<file path="src/spnf_defs.vh">
// Shared constants of the source negotiation engine: state codes,
// message codes, evaluation answers and default timer counts.
// Assumes inclusion by bare name from each design file.
`ifndef SPNF_DEFS_VH
`define SPNF_DEFS_VH

// One-hot state codes, bit position order
`define SPNF_ST_W 10
`define SPNF_ST_BOOT 10'h001
`define SPNF_ST_EVAL 10'h002
`define SPNF_ST_SUPPLY 10'h004
`define SPNF_ST_STEADY 10'h008
`define SPNF_ST_INERT 10'h010
`define SPNF_ST_REFUSE 10'h020
`define SPNF_ST_LRESET 10'h040
`define SPNF_ST_RETDEF 10'h080
`define SPNF_ST_OFFER 10'h100
`define SPNF_ST_QUERY 10'h200

// Message codes towards the protocol layer
`define SPNF_MSG_W 4
`define SPNF_MSG_NONE 4'h0
`define SPNF_MSG_ACCEPT 4'h1
`define SPNF_MSG_GOTOMIN 4'h2
`define SPNF_MSG_PS_RDY 4'h3
`define SPNF_MSG_REJECT 4'h4
`define SPNF_MSG_WAIT 4'h5
`define SPNF_MSG_SRC_CAPS 4'h6
`define SPNF_MSG_GET_SNK_CAP 4'h7
`define SPNF_MSG_PING 4'h8

// Policy manager verdict on a sink request
`define SPNF_EVAL_MET 2'h0
`define SPNF_EVAL_NOT_MET 2'h1
`define SPNF_EVAL_LATER 2'h2

// Timer slots and default terminal counts in clock cycles
`define SPNF_TMR_N 4
`define SPNF_TMR_KEEPALIVE 0
`define SPNF_TMR_SILENCE 1
`define SPNF_TMR_REPLY 2
`define SPNF_TMR_SETTLE 3
`define SPNF_TMR_W 24
`define SPNF_KEEPALIVE_CYC 24'h00_1000
`define SPNF_SILENCE_CYC 24'h00_2000
`define SPNF_REPLY_CYC 24'h00_0800
`define SPNF_SETTLE_CYC 24'h00_0100

// Link reset tally width and default limit
`define SPNF_TALLY_W 4
`define SPNF_LINK_RESET_LIMIT 4'h2

`endif

</file>
<file path="src/spnf_timer.v">
// Down-counting state timer with a one-cycle expiry pulse.
// Assumes load comes from registers of the owning engine; stop may also come straight from an engine input.
`timescale 1ns/1ps
`include "spnf_defs.vh"

module spnf_timer #(
    parameter W = `SPNF_TMR_W
) (
    clk,
    sys_rst,
    load,
    stop,
    limit,
    expired
);
    input wire clk;
    input wire sys_rst;
    input wire load;
    input wire stop;
    input wire [W-1:0] limit;
    output reg expired;

    reg [W-1:0] count_r;
    reg run_r;

    ////////////////////////////////////////////////////////////////////
    // Load wins over stop so a re-entry restarts the timer cleanly
    always @(posedge clk or posedge sys_rst) begin
        if (sys_rst) begin
            count_r <= {W{1'b0}};
            run_r <= 1'b0;
            expired <= 1'b0;
        end else begin
            expired <= 1'b0;
            if (load) begin
                count_r <= limit;
                run_r <= 1'b1;
            end else if (stop) begin
                run_r <= 1'b0;
            end else if (run_r) begin
                // A limit of zero or one expires after one cycle
                if (count_r <= {{(W-1){1'b0}}, 1'b1}) begin
                    expired <= 1'b1;
                    run_r <= 1'b0;
                end else begin
                    count_r <= count_r - {{(W-1){1'b0}}, 1'b1};
                end
            end
        end
    end
endmodule

</file>
<file path="src/spnf_engine.v">
// Source-side power negotiation engine: evaluates sink requests,
// steps the supply, answers capability queries and runs link resets.
// Assumes single-cycle pulse inputs from the protocol layer, the
// physical layer and the policy manager, all on clk.
`timescale 1ns/1ps
`include "spnf_defs.vh"

module spnf_engine #(
    parameter [`SPNF_TMR_W-1:0] KEEPALIVE_CYC = `SPNF_KEEPALIVE_CYC,
    parameter [`SPNF_TMR_W-1:0] SILENCE_CYC = `SPNF_SILENCE_CYC,
    parameter [`SPNF_TMR_W-1:0] REPLY_CYC = `SPNF_REPLY_CYC,
    parameter [`SPNF_TMR_W-1:0] SETTLE_CYC = `SPNF_SETTLE_CYC,
    parameter [`SPNF_TALLY_W-1:0] LINK_RESET_LIMIT = `SPNF_LINK_RESET_LIMIT
) (
    input wire clk,
    input wire sys_rst,
    // Protocol layer indications
    input wire prl_request_rx,
    input wire prl_get_src_cap_rx,
    input wire prl_sink_caps_rx,
    input wire prl_tx_done,
    input wire prl_tx_fail,
    input wire prl_caps_goodcrc,
    // Physical layer
    input wire phy_hard_reset_rx,
    input wire phy_hard_reset_done,
    // Policy manager
    input wire pm_eval_valid,
    input wire [1:0] pm_eval_result,
    input wire pm_contract_valid,
    input wire pm_supply_ready,
    input wire pm_default_reached,
    input wire pm_goto_min,
    input wire pm_get_sink_caps,
    input wire pm_hard_reset_req,
    input wire pm_disable,
    // Outputs, all registered
    output reg [`SPNF_ST_W-1:0] src_state_r,
    output reg prl_tx_req_r,
    output reg [`SPNF_MSG_W-1:0] prl_tx_type_r,
    output reg prl_reset_req_r,
    output reg prl_hard_reset_complete_r,
    output reg phy_hard_reset_req_r,
    output reg pm_eval_req_r,
    output reg pm_supply_go_r,
    output reg pm_go_default_r,
    output reg hw_reset_req_r,
    output reg pm_caps_req_r,
    output reg pm_sink_caps_done_r,
    output reg pm_sink_caps_timeout_r,
    output reg offer_tally_clr_r,
    output reg default_power_r,
    output reg [`SPNF_TALLY_W-1:0] link_reset_tally_r
);

    ////////////////////////////////////////////////////////////////////
    // State bookkeeping
    reg enter_r;
    reg [1:0] phase_r;
    reg gotomin_r;
    reg [1:0] verdict_r;
    reg sent_wait_r;
    reg [`SPNF_TMR_N-1:0] tmr_load_r;
    wire [`SPNF_TMR_N-1:0] tmr_stop;
    wire [`SPNF_TMR_N-1:0] tmr_exp;
    wire [`SPNF_TMR_N*`SPNF_TMR_W-1:0] tmr_limit;

    wire in_supply = src_state_r[2];
    wire in_steady = src_state_r[3];
    wire in_query = src_state_r[9];
    wire ka_exp = tmr_exp[`SPNF_TMR_KEEPALIVE];
    wire silence_exp = tmr_exp[`SPNF_TMR_SILENCE];
    wire reply_exp = tmr_exp[`SPNF_TMR_REPLY];
    wire settle_exp = tmr_exp[`SPNF_TMR_SETTLE];
    wire tally_ok = (link_reset_tally_r <= LINK_RESET_LIMIT);

    ////////////////////////////////////////////////////////////////////
    // Timer limits and stops; state timers halt once their state is left, silence only on acknowledged caps
    assign tmr_limit = {SETTLE_CYC, REPLY_CYC, SILENCE_CYC, KEEPALIVE_CYC};
    assign tmr_stop[`SPNF_TMR_KEEPALIVE] = ~(in_supply | in_steady);
    assign tmr_stop[`SPNF_TMR_SILENCE] = prl_caps_goodcrc;
    assign tmr_stop[`SPNF_TMR_REPLY] = ~in_query;
    assign tmr_stop[`SPNF_TMR_SETTLE] = ~in_supply;

    genvar gi;
    generate
        for (gi = 0; gi < `SPNF_TMR_N; gi = gi + 1) begin : g_tmr
            spnf_timer #(
                .W(`SPNF_TMR_W)
            ) u_tmr (
                .clk(clk),
                .sys_rst(sys_rst),
                .load(tmr_load_r[gi]),
                .stop(tmr_stop[gi]),
                .limit(tmr_limit[gi*`SPNF_TMR_W +: `SPNF_TMR_W]),
                .expired(tmr_exp[gi])
            );
        end
    endgenerate

    ////////////////////////////////////////////////////////////////////
    // Link reset tally survives link resets; only acknowledged caps or
    // power-up clear it. A clear and an increment in the same cycle leave it at one.
    wire tally_bump = src_state_r[6] & enter_r;
    wire tally_full = &link_reset_tally_r;
    always @(posedge clk or posedge sys_rst) begin
        if (sys_rst) begin
            link_reset_tally_r <= {`SPNF_TALLY_W{1'b0}};
        end else if (tally_bump) begin
            if (prl_caps_goodcrc) begin
                link_reset_tally_r <= {{(`SPNF_TALLY_W-1){1'b0}}, 1'b1};
            end else if (!tally_full) begin
                link_reset_tally_r <= link_reset_tally_r + 1'b1;
            end
        end else if (prl_caps_goodcrc) begin
            link_reset_tally_r <= {`SPNF_TALLY_W{1'b0}};
        end
    end

    ////////////////////////////////////////////////////////////////////
    // Main engine. Every move to a new state raises enter_r for one
    // cycle so the entry actions run exactly once.
    always @(posedge clk or posedge sys_rst) begin
        if (sys_rst) begin
            src_state_r <= `SPNF_ST_BOOT;
            enter_r <= 1'b1;
            phase_r <= 2'h0;
            gotomin_r <= 1'b0;
            verdict_r <= `SPNF_EVAL_MET;
            sent_wait_r <= 1'b0;
            tmr_load_r <= {`SPNF_TMR_N{1'b0}};
            prl_tx_req_r <= 1'b0;
            prl_tx_type_r <= `SPNF_MSG_NONE;
            prl_reset_req_r <= 1'b0;
            prl_hard_reset_complete_r <= 1'b0;
            phy_hard_reset_req_r <= 1'b0;
            pm_eval_req_r <= 1'b0;
            pm_supply_go_r <= 1'b0;
            pm_go_default_r <= 1'b0;
            hw_reset_req_r <= 1'b0;
            pm_caps_req_r <= 1'b0;
            pm_sink_caps_done_r <= 1'b0;
            pm_sink_caps_timeout_r <= 1'b0;
            offer_tally_clr_r <= 1'b0;
            default_power_r <= 1'b1;
        end else begin
            // Pulses default low
            enter_r <= 1'b0;
            tmr_load_r <= {`SPNF_TMR_N{1'b0}};
            prl_tx_req_r <= 1'b0;
            prl_reset_req_r <= 1'b0;
            prl_hard_reset_complete_r <= 1'b0;
            phy_hard_reset_req_r <= 1'b0;
            pm_eval_req_r <= 1'b0;
            pm_supply_go_r <= 1'b0;
            pm_go_default_r <= 1'b0;
            hw_reset_req_r <= 1'b0;
            pm_caps_req_r <= 1'b0;
            pm_sink_caps_done_r <= 1'b0;
            pm_sink_caps_timeout_r <= 1'b0;
            offer_tally_clr_r <= 1'b0;
            default_power_r <= src_state_r[4] | src_state_r[7] | src_state_r[0];

            // Far-end reset outranks everything outside return to default, inert state included
            if (phy_hard_reset_rx && !src_state_r[7]) begin
                src_state_r <= `SPNF_ST_RETDEF;
                enter_r <= 1'b1;
                phase_r <= 2'h0;
            end else if (silence_exp && tally_ok && !src_state_r[4]
                         && !src_state_r[6]) begin
                src_state_r <= `SPNF_ST_LRESET;
                enter_r <= 1'b1;
            end else if (pm_hard_reset_req && !src_state_r[6]
                         && !src_state_r[7]) begin
                // Policy reset requests rank after far-end reset and silence, ahead of all state events
                src_state_r <= `SPNF_ST_LRESET;
                enter_r <= 1'b1;
            end else begin
                case (src_state_r)
                    `SPNF_ST_BOOT: begin
                        if (enter_r) begin
                            offer_tally_clr_r <= 1'b1;
                            prl_reset_req_r <= 1'b1;
                        end else if (prl_request_rx) begin
                            src_state_r <= `SPNF_ST_EVAL;
                            enter_r <= 1'b1;
                        end else if (pm_disable) begin
                            src_state_r <= `SPNF_ST_INERT;
                            enter_r <= 1'b1;
                        end
                    end
                    `SPNF_ST_EVAL: begin
                        if (enter_r) begin
                            pm_eval_req_r <= 1'b1;
                            gotomin_r <= 1'b0;
                        end else if (pm_eval_valid) begin
                            verdict_r <= pm_eval_result;
                            enter_r <= 1'b1;
                            phase_r <= 2'h0;
                            if (pm_eval_result == `SPNF_EVAL_MET) begin
                                src_state_r <= `SPNF_ST_SUPPLY;
                            end else begin
                                src_state_r <= `SPNF_ST_REFUSE;
                            end
                        end
                    end
                    `SPNF_ST_SUPPLY: begin
                        if (enter_r) begin
                            tmr_load_r[`SPNF_TMR_KEEPALIVE] <= 1'b1;
                            prl_tx_req_r <= 1'b1;
                            prl_tx_type_r <= gotomin_r ? `SPNF_MSG_GOTOMIN
                                                       : `SPNF_MSG_ACCEPT;
                        end else begin
                            case (phase_r)
                                2'h0: begin
                                    // The settle delay counts from the send
                                    if (prl_tx_done) begin
                                        tmr_load_r[`SPNF_TMR_SETTLE] <= 1'b1;
                                        phase_r <= 2'h1;
                                    end
                                end
                                2'h1: begin
                                    if (settle_exp) begin
                                        pm_supply_go_r <= 1'b1;
                                        phase_r <= 2'h2;
                                    end
                                end
                                default: begin
                                    if (pm_supply_ready) begin
                                        prl_tx_req_r <= 1'b1;
                                        prl_tx_type_r <= `SPNF_MSG_PS_RDY;
                                        src_state_r <= `SPNF_ST_STEADY;
                                        enter_r <= 1'b1;
                                    end
                                end
                            endcase
                        end
                    end
                    `SPNF_ST_STEADY: begin
                        gotomin_r <= 1'b0;
                        if (enter_r) begin
                            tmr_load_r[`SPNF_TMR_KEEPALIVE] <= 1'b1;
                        end else if (prl_get_src_cap_rx) begin
                            src_state_r <= `SPNF_ST_OFFER;
                            enter_r <= 1'b1;
                        end else if (prl_request_rx) begin
                            src_state_r <= `SPNF_ST_EVAL;
                            enter_r <= 1'b1;
                        end else if (ka_exp) begin
                            // Keepalive ping, timer rearmed for the next one
                            prl_tx_req_r <= 1'b1;
                            prl_tx_type_r <= `SPNF_MSG_PING;
                            tmr_load_r[`SPNF_TMR_KEEPALIVE] <= 1'b1;
                        end else if (pm_goto_min) begin
                            gotomin_r <= 1'b1;
                            src_state_r <= `SPNF_ST_SUPPLY;
                            enter_r <= 1'b1;
                            phase_r <= 2'h0;
                        end else if (pm_get_sink_caps) begin
                            src_state_r <= `SPNF_ST_QUERY;
                            enter_r <= 1'b1;
                        end else if (pm_disable) begin
                            src_state_r <= `SPNF_ST_INERT;
                            enter_r <= 1'b1;
                        end
                    end
                    `SPNF_ST_INERT: begin
                        // Messages are not looked at; only a reset leaves
                        default_power_r <= 1'b1;
                    end
                    `SPNF_ST_REFUSE: begin
                        if (enter_r) begin
                            prl_tx_req_r <= 1'b1;
                            // An invalid contract never earns a Wait
                            if (verdict_r == `SPNF_EVAL_LATER && pm_contract_valid) begin
                                prl_tx_type_r <= `SPNF_MSG_WAIT;
                                sent_wait_r <= 1'b1;
                            end else begin
                                prl_tx_type_r <= `SPNF_MSG_REJECT;
                                sent_wait_r <= 1'b0;
                            end
                        end else if (prl_tx_done) begin
                            enter_r <= 1'b1;
                            if (sent_wait_r || pm_contract_valid) begin
                                src_state_r <= `SPNF_ST_STEADY;
                            end else begin
                                src_state_r <= `SPNF_ST_LRESET;
                            end
                        end else if (prl_tx_fail) begin
                            // Failed send: higher layers retry from steady
                            src_state_r <= `SPNF_ST_STEADY;
                            enter_r <= 1'b1;
                        end
                    end
                    `SPNF_ST_LRESET: begin
                        if (enter_r) begin
                            phy_hard_reset_req_r <= 1'b1;
                        end else if (phy_hard_reset_done) begin
                            src_state_r <= `SPNF_ST_RETDEF;
                            enter_r <= 1'b1;
                            phase_r <= 2'h0;
                        end
                    end
                    `SPNF_ST_RETDEF: begin
                        if (enter_r) begin
                            pm_go_default_r <= 1'b1;
                            phase_r <= 2'h1;
                        end else if (phase_r == 2'h1) begin
                            hw_reset_req_r <= 1'b1;
                            phase_r <= 2'h2;
                        end else if (pm_default_reached) begin
                            tmr_load_r[`SPNF_TMR_SILENCE] <= 1'b1;
                            prl_hard_reset_complete_r <= 1'b1;
                            src_state_r <= `SPNF_ST_BOOT;
                            enter_r <= 1'b1;
                        end
                    end
                    `SPNF_ST_OFFER: begin
                        if (enter_r) begin
                            pm_caps_req_r <= 1'b1;
                            prl_tx_req_r <= 1'b1;
                            prl_tx_type_r <= `SPNF_MSG_SRC_CAPS;
                        end else if (prl_tx_done || prl_tx_fail) begin
                            src_state_r <= `SPNF_ST_STEADY;
                            enter_r <= 1'b1;
                        end
                    end
                    `SPNF_ST_QUERY: begin
                        if (enter_r) begin
                            prl_tx_req_r <= 1'b1;
                            prl_tx_type_r <= `SPNF_MSG_GET_SNK_CAP;
                            tmr_load_r[`SPNF_TMR_REPLY] <= 1'b1;
                        end else if (prl_sink_caps_rx) begin
                            // A reply beats a timeout in the same cycle
                            pm_sink_caps_done_r <= 1'b1;
                            src_state_r <= `SPNF_ST_STEADY;
                            enter_r <= 1'b1;
                        end else if (reply_exp) begin
                            pm_sink_caps_done_r <= 1'b1;
                            pm_sink_caps_timeout_r <= 1'b1;
                            src_state_r <= `SPNF_ST_STEADY;
                            enter_r <= 1'b1;
                        end
                    end
                    default: begin
                        src_state_r <= `SPNF_ST_BOOT;
                        enter_r <= 1'b1;
                    end
                endcase
            end
        end
    end
endmodule

</file>
<file path="config.mk">
export PLATFORM = sky130hd
export DESIGN_NAME = spnf_engine
export DESIGN_NICKNAME = d
export VERILOG_FILES = /design/src/spnf_timer.v /design/src/spnf_engine.v
export VERILOG_INCLUDE_DIRS = /design/src
export SDC_FILE = /design/constraint.sdc
export NUM_CORES = 1
export LEC_CHECK = 0
export BUFFER_PORTS_ARGS = -buffer_cell sky130_fd_sc_hd__buf_2
export CAP_MARGIN = 20
export CORE_MARGIN = 2
export CORE_UTILIZATION = 40
export DETAILED_ROUTE_END_ITERATION = 7
export PLACE_DENSITY = 0.57
export SLEW_MARGIN = 20
export SYNTH_ARGS = -nofsm -noshare
export SYNTH_HDL_FRONTEND = slang
export SYNTH_SLANG_ARGS = --single-unit
</file>
<file path="constraint.sdc">
create_clock -name clk -period 6.6 [get_ports clk]
set_clock_uncertainty 0.15 [all_clocks]
set_input_delay 0 -clock clk [delete_from_list [all_inputs] [get_ports clk]]
set_output_delay 0 -clock clk [all_outputs]
set_load 0.02 [all_outputs]
</file>
* After elaboration in Yosys (flattened, before gate mapping) *
Cells that the tools add are included.

operators by class
  multiplexer cells = 227
  magnitude comparators = 5
  add/subtract/negate cells = 5
  eq/ne operators = 64
  bitwise gates (word level) = 8
  reduce and logical (&&, ||, !) cells = 39

operators with widths
  operator               count
  $mux 24                16
  $mux 10                30
  $mux 1                 136
  $pmux 10 s10           1
  $le 24x1->1 const B    4
  $sub 24x1->24 const B  4
  $ne 5x5->1 const B     16
  $mux 4                 17
  $mux 2                 18
  $ne 3x3->1 const B     12
  $ne 2x2->1 const B     14
  $pmux 4 s5             1
  $reduce_and 20->1      1
  $reduce_bool 2->1      9
  $reduce_and 17->1      1
  $reduce_and 13->1      1
  $ne 4x4->1 const B     3
  $reduce_and 3->1       4
  $eq 10x1->1 const B    1
  $eq 10x10->1 const B   1
  $eq 10x2->1 const B    1
  $eq 10x3->1 const B    1
  $eq 10x4->1 const B    1
  $eq 10x5->1 const B    1
  other kinds (35)       54

word-level totals
  input port bits = 20
  bits in registers = 145

* Longest topological paths before layout *
Gate-level depths: netlist of the first run.

  word-level depth = 11
  depth in mapped cells = 10
  mapped depth without buffers = 9

* Cells and area by module *
From an unflattened synthesis of the first run, not the netlist that was laid out.

unflattened totals
  cell total of the unflattened synthesis = 978
  area, all modules = 9232.6 um2

modules (own cells, without submodules)
  module                           sequential area each (um2)  cells each  area each (um2)  times used
  spnf_timer (g_tmr[1].u_tmr ...)  650.6                       177         1707.9           3
  spnf_engine                      1004.7                      275         2493.6           1
  spnf_timer (g_tmr[0].u_tmr)      650.6                       172         1615.3           1

* Worst setup path after synthesis of the first run *
Ideal clock, no wire load.

  path type = reg2reg
  start point = register src_state_r[3]
  end point = register src_state_r[7]
  stages on the path, launching flop included = 9
  data arrival time = 2.501 ns
  path buffers = 2
  data required time = 6.322 ns
  path slack = 3.821 ns
  path through = dfrtp_1 > buf_2 > or4_1 > or4_4 > o41ai_4 > nor4b_4 > o2bb2ai_4 > buf_6 > mux2_1

between the ends
  word-level cells in the longest chain between the ends = 5
  elaborated cells between the ends (all ways) = 35
  classes of those cells = eq/ne (30); mux (4); reduce/logical (1)

ends and longest elaborated chain
  item                                        line               source
  start, declared                             spnf_engine.v:38   output reg [`SPNF_ST_W-1:0] src_state_r,
  start signal, assigned                      spnf_engine.v:125  src_state_r <= `SPNF_ST_BOOT;
  start signal, assigned                      spnf_engine.v:166  src_state_r <= `SPNF_ST_RETDEF;
  start signal, assigned                      spnf_engine.v:171  src_state_r <= `SPNF_ST_LRESET;
  $eq 10x10->1, or another cell as far along  spnf_engine.v:179  case (src_state_r)
  $pmux 10 s10                                spnf_engine.v:179
  $mux 10                                     spnf_engine.v:173  end else if (pm_hard_reset_req && !src_state_r[6]
  $mux 10                                     spnf_engine.v:169  end else if (silence_exp && tally_ok && !src_state_r[4]
  $mux 10                                     spnf_engine.v:165  if (phy_hard_reset_rx && !src_state_r[7]) begin

Several ways; a longest one is shown, not always the timed one.
A chain may end at the register's enable or synchronous reset.

* Worst setup path in the final report of the first run *
  start point = register src_state_r[9]
  end point = register src_state_r[4]

Same word-level chain as after synthesis.

==> results of run 1 <==
-- logic make-up after synthesis --
kind of cell             share of synthesized area
AND/OR/NAND/NOR                             0.2769
flip-flops                                  0.4693
AO/OA/AOI/OAI                               0.1008
XOR/XNOR                                   0.09572
buffers and inverters                      0.03223
adder cells (fa/ha/maj)                    0.01628
multiplexers                              0.008790
-- final timing paths --
kind | start | endpoint | slack [ns] | depth (start not counted)
min | pm_hard_reset_req | src_state_r[6] | 0.05 | 4
max reg2reg | src_state_r[9] | src_state_r[4] | 2.54 | 7
max in group asynchronous | sys_rst | g_tmr[2].u_tmr.count_r[17] | 5.13 | 5
min in group asynchronous | sys_rst | g_tmr[3].u_tmr.count_r[9] | 0.06 | 3
max | src_state_r[9] | src_state_r[4] | 2.54 | 7
min reg2reg | prl_tx_type_r[3] | prl_tx_type_r[3] | 0.35 | 1
-- flip-flops by register name (all words and copies together), names as in the netlist, 2 cells and up --
signal,flops
g_tmr.u_tmr.run_r,4
g_tmr.u_tmr.count_r,96
g_tmr.u_tmr.expired,4
phase_r,2
link_reset_tally_r,4
src_state_r,10
verdict_r,2
prl_tx_type_r,4
tmr_load_r,4
-- cell usage after synthesis (4+ instances only) --
cell,number
o31ai_1,5
nand3_1,22
buf_2,7
nor3b_1,4
nand4_1,7
a211oi_1,8
nand4b_1,5
ha_1,10
xor2_1,40
xnor2_1,44
clkbuf_1,18
nor4b_1,5
nand3b_1,4
nor3_1,38
nor4_2,7
nor4_1,32
or4_1,14
nor2_1,124
nand2b_1,11
or4_4,5
nor2b_1,7
inv_1,23
or2_2,8
a21oi_1,29
and3_1,8
nand2_1,39
mux2_2,5
or3_1,27
o21ai_0,34
dfrtp_1,141
buf_1,5
-- routing by layer --
layer | up-vias | share of wire | wire (um) | global-route usage
li1 | 2957 | - | - | -
met2 | 140 | 0.44 | 7634 | 0.2692
met3 | 22 | 0.052 | 900 | 0.04192
met5 | - | 0 | 0 | 0
met1 | 2919 | 0.49 | 8401 | 0.2595
met4 | 0 | 0.017 | 299 | 0.06618
-- repair_timing --
item	CTS	global route
buffers inserted	0	0
hold endpoints to repair	94	0
hold buffers	19	0
-- final cells by class --
type | instances | area (um2) | share of cell area
sequential | 144 | 3607 | 0.4041
clock inverter | 15 | 195.2 | 0.02187
tap | 234 | 292.8 | 0.03280
inverter | 23 | 91.34 | 0.01023
clock buffer | 17 | 425.4 | 0.04766
multi-input combinational | 597 | 3831 | 0.4292
timing repair buffer | 72 | 483.0 | 0.05411
-- metrics by stage --
step	instances	cell area [um2]	setup slack, ns	utilization	hold WS [ns]
after global placement	1050	8088	3.698	0.4309	-0.003065
after global routing	1102	8926	2.315	0.4756	0.05453
final	1102	8926	2.536	0.4756	0.05267
after detailed placement	1050	8088	3.647	0.4309	-0.003971
after floorplan	799	7686	2.589	-	-0.08359
after CTS	1101	8899	2.682	0.4741	0.01787
-- worst max-delay path: stages, from the launching register on --
cell and delay [ns]:
dfrtp_1 0.59, nor4_2 0.76, nand3_1 0.40, o41ai_1 0.68, o2111ai_1 0.21, dlygate4sd3_1 0.60
nand2_1 0.07, dlygate4sd3_1 0.54
-- power by group through the flow --
stage	sequential [mW]	combinational, mW	clock, mW
finish	1.10	0.725	1.03
global route	1.12	0.808	1.09
global placement	1.11	0.702	0
detailed placement	1.11	0.702	0
CTS	1.10	0.719	1.05
floorplan	1.08	0.579	0
==> reports/qor.txt, run 1 <==
Status = finished, final reports clean
Worst-path clk slew = 0.07 ns
Critical path class = register to register
Max-Cap Viols = 0
Critical-path maximum fanout = 19
Net switching power of the design = 0.9702 mW
Mean Syn Cell Area = 9.620 um2
Synthesized instance count = 799
Input/output buffers = 50
CORE AREA = 0.01877 mm2
Maximum frequency from static timing analysis = 246.1 MHz
Number of nets at the end of the flow = 885
Time the worst path needs with I/O delays and setup = 4.064 ns
Part of the cycle the worst path needs = 0.6158
Overall fraction of global-route tracks in use = 0.1816
Routed WL per cell = 15.64 um
Final weighted congestion in routability-driven placement = 0.8487
Synth Register Bits = 144
Part of the power in registers = 0.385
Pin count of the biggest net entering global routing = 78
Number of enable-type register cells in the synthesized netlist = 0
I/O pin cnt = 51
Via count of the first global-routing pass = 5783
Final Slew Violations = 0
Leak Pwr = 4.264 nW
Sequential element share of the synthesized area = 0.4693
Most common library cell in the layout ignoring fill and taps = dfrtp_1
Row count = 50
Total congestion overflow after global routing = 0
Die Span X = 142.6 um
Number of fillers in the final layout = 1783
Worst max-slew margin expressed relative to the limit = 0.4331
Kind of launch point of the worst setup path = register
Wire length of the first global-routing pass = 29.61 mm
Clock buffer count from CTS = 17
Synthesized net count = 829
Area share of the largest cell type after synthesis = 0.4591
Sw frac = 0.3404
Number of antenna violations at the first check in global routing = 0
Number of nets still failing antenna checks after routing = 0
Share of synthesized registers carrying an async set or reset = 1.000
Type of the tightest min-delay check = input port to register
Number of H-tree branching levels = 4
Post-Synthesis Cell Area = 0.007686 mm2
Clock network power share = 0.360
Primary FF master, synth = dfrtp_1
Initial DRC count = 401
Critical Path RT = 6.82 ns
Total power = 2.850 mW
Setup TNS after final layout = 0 ns
Slew at the pin closest to its max-slew limit = 0.8504 ns
Power density cells = 319.3 mW/mm2
Total of cells resized after clock tree synthesis = 0
Via density per instance = 5.479
Clock latency at the later pin of the worst-skew pair = 0.43 ns
Number of distinct library cell variants in the gate-level netlist after synthesis = 75
Fraction of final layout cells sized beyond drive strength 1 = 0.1498
DIE AREA = 0.02034 mm2
Maximum VDD drop = 0.1872 mV
Final setup vio count = 0
Die Y = 142.6 um
Area growth from synthesis to layout = 16.13%
Pint = 1.880 mW
Most frequent cells in the layout = 141 x dfrtp_1, 124 x nor2_1, 50 x buf_2
Clk Tree Root Cell = clkbuf_16
Clock tree buffer depth = 2
Endpoint class of the critical path = register
DRC violations left = 0
Top cells by area in the synthesized netlist = dfrtp_1 46%, nor2_1 6.1%, xnor2_1 5.0%, xor2_1 4.6%, nor4_1 2.6%
Total via count in the routed design = 6038
Detailed-route wire length = 17.24 mm
Clock tree from TritonCTS = built
Starting Density = 0.4095
ANT cells = 0
Setup repair after global routing missed its margin = no
First-pass detailed-route iteration total = 4
Post-detailed-placement half-perimeter wirelength = 11.48 mm
Combinational share of power = 0.254
Synthesis warning total = 0
Fin. Hold Viols = 0
Cell type with the largest total area after synthesis = dfrtp_1
# clock sinks = 144
WP data arrival = 4.28 ns
(Power assumes the default switching activity.)
==> inputs of run 2 (changes only) <==
Settings changed: ABC_AREA set to 1, PLACE_DENSITY 0.57 to 0.56.
Clock period 6.6 ns to 4.25 ns, I/O delays scaled along.
==> run 2 against run 1 <==
Critical path depth up 2. Sequential share of layout area fell by 5.3 points. Sequential cell count is the same. Wire length increased by 44%. Hold slack worse by 0.019 ns. Sequential power grew 45%. Setup slack got worse by 1.3 ns. Cell count is 49% higher. Design area is 15% higher.
==> reports/qor.txt, run 2 <==
Via density per instance = 5.141 (-6.2%)
Worst max-slew margin expressed relative to the limit = 0.5000 (+0.06695)
Number of buffers inserted to repair setup after CTS = 0 (unchanged)
Synthesized net count = 1307 (+58%)
Input/output buffers = 50 (unchanged)
Worst-path clk slew = 0.06 ns (about the same)
Layout Cells excl Fill = 1645 (+49%)
Number of H-tree branching levels = 4 (unchanged)
Net switching power of the design = 1.598 mW (+65%)
Total power = 4.323 mW (+52%)
Max-Cap Viols = 0 (unchanged)
Largest delay contributor family on the critical path = buffers and inverters
Final setup vio count = 0 (unchanged)
Wire length of the first global-routing pass = 41.76 mm (+41%)
Critical Path RT = 4.46 ns (-2.36 ns)
Initial DRC count = 609 (+52%)
Most frequent cells in the layout = 270 x nand2_1, 241 x nor2_1, 154 x inv_1
Clk Tree Root Cell = clkbuf_16
Number of fillers in the final layout = 2274 (+28%)
Clock tree from TritonCTS = built
Starting Density = 0.4080 (-0.001497)
ANT cells = 0 (unchanged)
Area share of the largest cell type after synthesis = 0.3950 (-0.06405)
DRC violations left = 0 (unchanged)
Maximum VDD drop = 0.2606 mV (+39%)
Maximum frequency from static timing analysis = 335.6 MHz (+36%)
Post-Synthesis Cell Area = 0.008932 mm2 (+16%)
Sw frac = 0.3696 (+0.02918)
Area growth from synthesis to layout = 14.96%
Overall fraction of global-route tracks in use = 0.2194 (+0.03785)
Top cells by area in the synthesized netlist = dfrtp_1 40%, nand2_1 11%, nor2_1 10%, inv_1 6.5%, nand3_1 5.8%
Detailed-route wire length = 24.74 mm (+44%)
Number of nets at the end of the flow = 1382 (+56%)
Number of hold buffers added after CTS = 22 (+3)
Largest register by flop count = g_tmr.u_tmr.count_r
Flop2flop setup slack = 1.27 ns (-1.27 ns)
Most common library cell in the layout ignoring fill and taps = nand2_1
Die Span X = 153.4 um (+7.6%)
Number of distinct library cell variants in the gate-level netlist after synthesis = 40 (-47%)
Worst Min Path Start = prl_request_rx
Primary FF master, synth = dfrtp_1
Synth Register Bits = 144 (unchanged)
Pin count of the biggest net entering global routing = 79 (+1.3%)
Max stage delay cell, worst path = dlygate4sd3_1
Final weighted congestion in routability-driven placement = 0.9455 (+11%)
Dpl cell area = 0.009460 mm2 (+17%)
Post-detailed-placement half-perimeter wirelength = 18.41 mm (+60%)
Row count = 54 (+8.0%)
Count leader, synth = nand2_1
Via count of the first global-routing pass = 8126 (+41%)
Share of synthesized registers carrying an async set or reset = 1.000 (unchanged)
R2R Path End = src_state_r[9]
Part of the power in registers = 0.369 (-0.016)
Clock tree buffer depth = 2 (unchanged)
Number of flip-flops under the largest register name = 96 (unchanged)
Status = finished, final reports clean
Critical path class = register to register
Cell-by-cell listing of the critical path = nor2_4 -> nand2_2 -> nor2_2 -> nand2_2 -> nor4_1 -> dlygate4sd3_1 -> nand4_1 -> nand2_1 -> dlygate4sd3_1
Total congestion overflow after global routing = 0 (unchanged)
Area of the multi-input gates = 0.004594 mm2 (+20%)
Cell depth of the worst min-delay path = 6 (+2)
WP data arrival = 3.19 ns (-1.09 ns)
Leak Pwr = 5.460 nW (+28%)
Worst Hold End = src_state_r[0]
Length in cells of the worst reg-to-reg path = 9 (+2)
Power density cells = 421.0 mW/mm2 (+32%)
Number of enable-type register cells in the synthesized netlist = 0 (unchanged)
Final Cell Area = 0.01027 mm2 (+15%)
Top cell types by occurrence after synthesis = 270 x nand2_1, 241 x nor2_1, 155 x inv_1, 141 x dfrtp_1, 103 x nand3_1
Number of antenna violations at the first check in global routing = 1 (+1)
Combinational share of power = 0.283 (+0.029)
Worst path max stage delay = 0.60 ns (-0.16 ns)
Number of nets still failing antenna checks after routing = 0 (unchanged)
Post-layout worst setup margin = 1.271 ns (-1.265 ns)
Worst setup timing slack at the placement stage = 1.676 ns (-1.970 ns)
Leading registers by flop count = g_tmr.u_tmr.count_r (96), src_state_r (10)
I/O pin cnt = 51 (unchanged)
Cell type with the largest total area after synthesis = dfrtp_1
Clock latency at the later pin of the worst-skew pair = 0.43 ns (about the same)
Clock buffer count from CTS = 17 (unchanged)
Synthesized instance count = 1277 (+60%)
Fin. Hold Viols = 0 (unchanged)
Total of cells resized after clock tree synthesis = 0 (unchanged)
Endpoint class of the critical path = register
Placed cells = 1591 (+52%)
Count of buffer and inverter cells on the critical path = 2 (unchanged)
First-pass detailed-route iteration total = 6 (+2)
Sequential element share of the synthesized area = 0.4038 (-0.06548)
Fraction of final layout cells sized beyond drive strength 1 = 0.1040 (-0.04574)
CORE AREA = 0.02189 mm2 (+17%)
Mean Syn Cell Area = 6.995 um2 (-27%)
Clock network power share = 0.348 (-0.012)
Slew at the pin closest to its max-slew limit = 0.7500 ns (-0.1004 ns)
Pint = 2.725 mW (+45%)
Die Y = 153.4 um (+7.6%)
Type of the tightest min-delay check = input port to register
Kind of launch point of the worst setup path = register
DIE AREA = 0.02354 mm2 (+16%)
Critical-path maximum fanout = 6 (-13)
Routed WL per cell = 15.04 um (-3.8%)
Time the worst path needs with I/O delays and setup = 2.979 ns (-1.085 ns)
Synthesis warning total = 0 (unchanged)
Final Slew Violations = 0 (unchanged)
Area occupied by registers = 0.003607 mm2 (unchanged)
Crit Reg-Reg Startpoint = src_state_r[4]
Part of the cycle the worst path needs = 0.7010 (+0.08525)
Setup TNS after final layout = 0 ns (unchanged)
Total via count in the routed design = 8457 (+40%)
# clock sinks = 144 (unchanged)
Setup repair after global routing missed its margin = no
[run 2: worst max-delay path by stage]
stage                              start  depth (start not counted)                          to  slack [ns]
2_1_floorplan                    sys_rst                          1   g_tmr[0].u_tmr.count_r[0]        0.24
3_3_place_gp   g_tmr[0].u_tmr.count_r[0]                         10  g_tmr[0].u_tmr.count_r[23]        1.71
3_5_place_dp   g_tmr[0].u_tmr.count_r[0]                         10  g_tmr[0].u_tmr.count_r[23]        1.68
4_1_cts                   src_state_r[2]                         12              src_state_r[1]        1.33
5_1_grt                   src_state_r[4]                          9              src_state_r[9]        1.13
6_report                  src_state_r[4]                          9              src_state_r[9]        1.27
[run 2: cell type report]
class / count / share of cell area
clock inverters: 11 / 0.01145
well taps: 280 / 0.03412
inverters: 166 / 0.06117
repair buffers: 76 / 0.04874
flip-flops and latches: 144 / 0.3513
multi-input cells: 947 / 0.4474
clock buffers: 21 / 0.04581
[run 2: kinds of logic after synthesis]
logic type / share of synthesized area
AO/OA/AOI/OAI: 0.09791
buffers and inverters: 0.08180
XOR/XNOR: 0.02745
adder cells (fa/ha/maj): 0.01401
flip-flops: 0.4038
AND/OR/NAND/NOR: 0.3750
[run 2: worst min-delay path: stages]
cell	delay, ns
buf_2	0.17
nor2_1	0.08
nand3_1	0.10
a21oi_1	0.09
nand3_1	0.09
nand2_1	0.06
[run 2: per-layer routing]
layer  vias to the layer above  share of wire  wire length, um  GRT usage
met5                         -              0                0          0
met4                         0          0.024              599    0.07820
met3                        40          0.043             1056    0.03176
met2                       195           0.45            11210     0.3463
met1                      3943           0.48            11880     0.3085
li1                       4279              -                -          -
[run 2: per-stage QoR]
stage	utilization	hold WS, ns
floorplan	-	-0.07861
global placement	0.4322	0.02266
detailed placement	0.4322	0.03855
CTS	0.4691	0.0001282
global route	0.4691	0.04642
finish	0.4691	0.03339
[run 2: power by group through the flow]
stage	clock [mW]	combinational [mW]	sequential (mW)
after floorplan	0	0.873	1.63
after global placement	0	1.19	1.62
after detailed placement	0	1.19	1.62
after CTS	1.55	1.22	1.60
after global routing	1.61	1.37	1.61
final	1.51	1.22	1.60
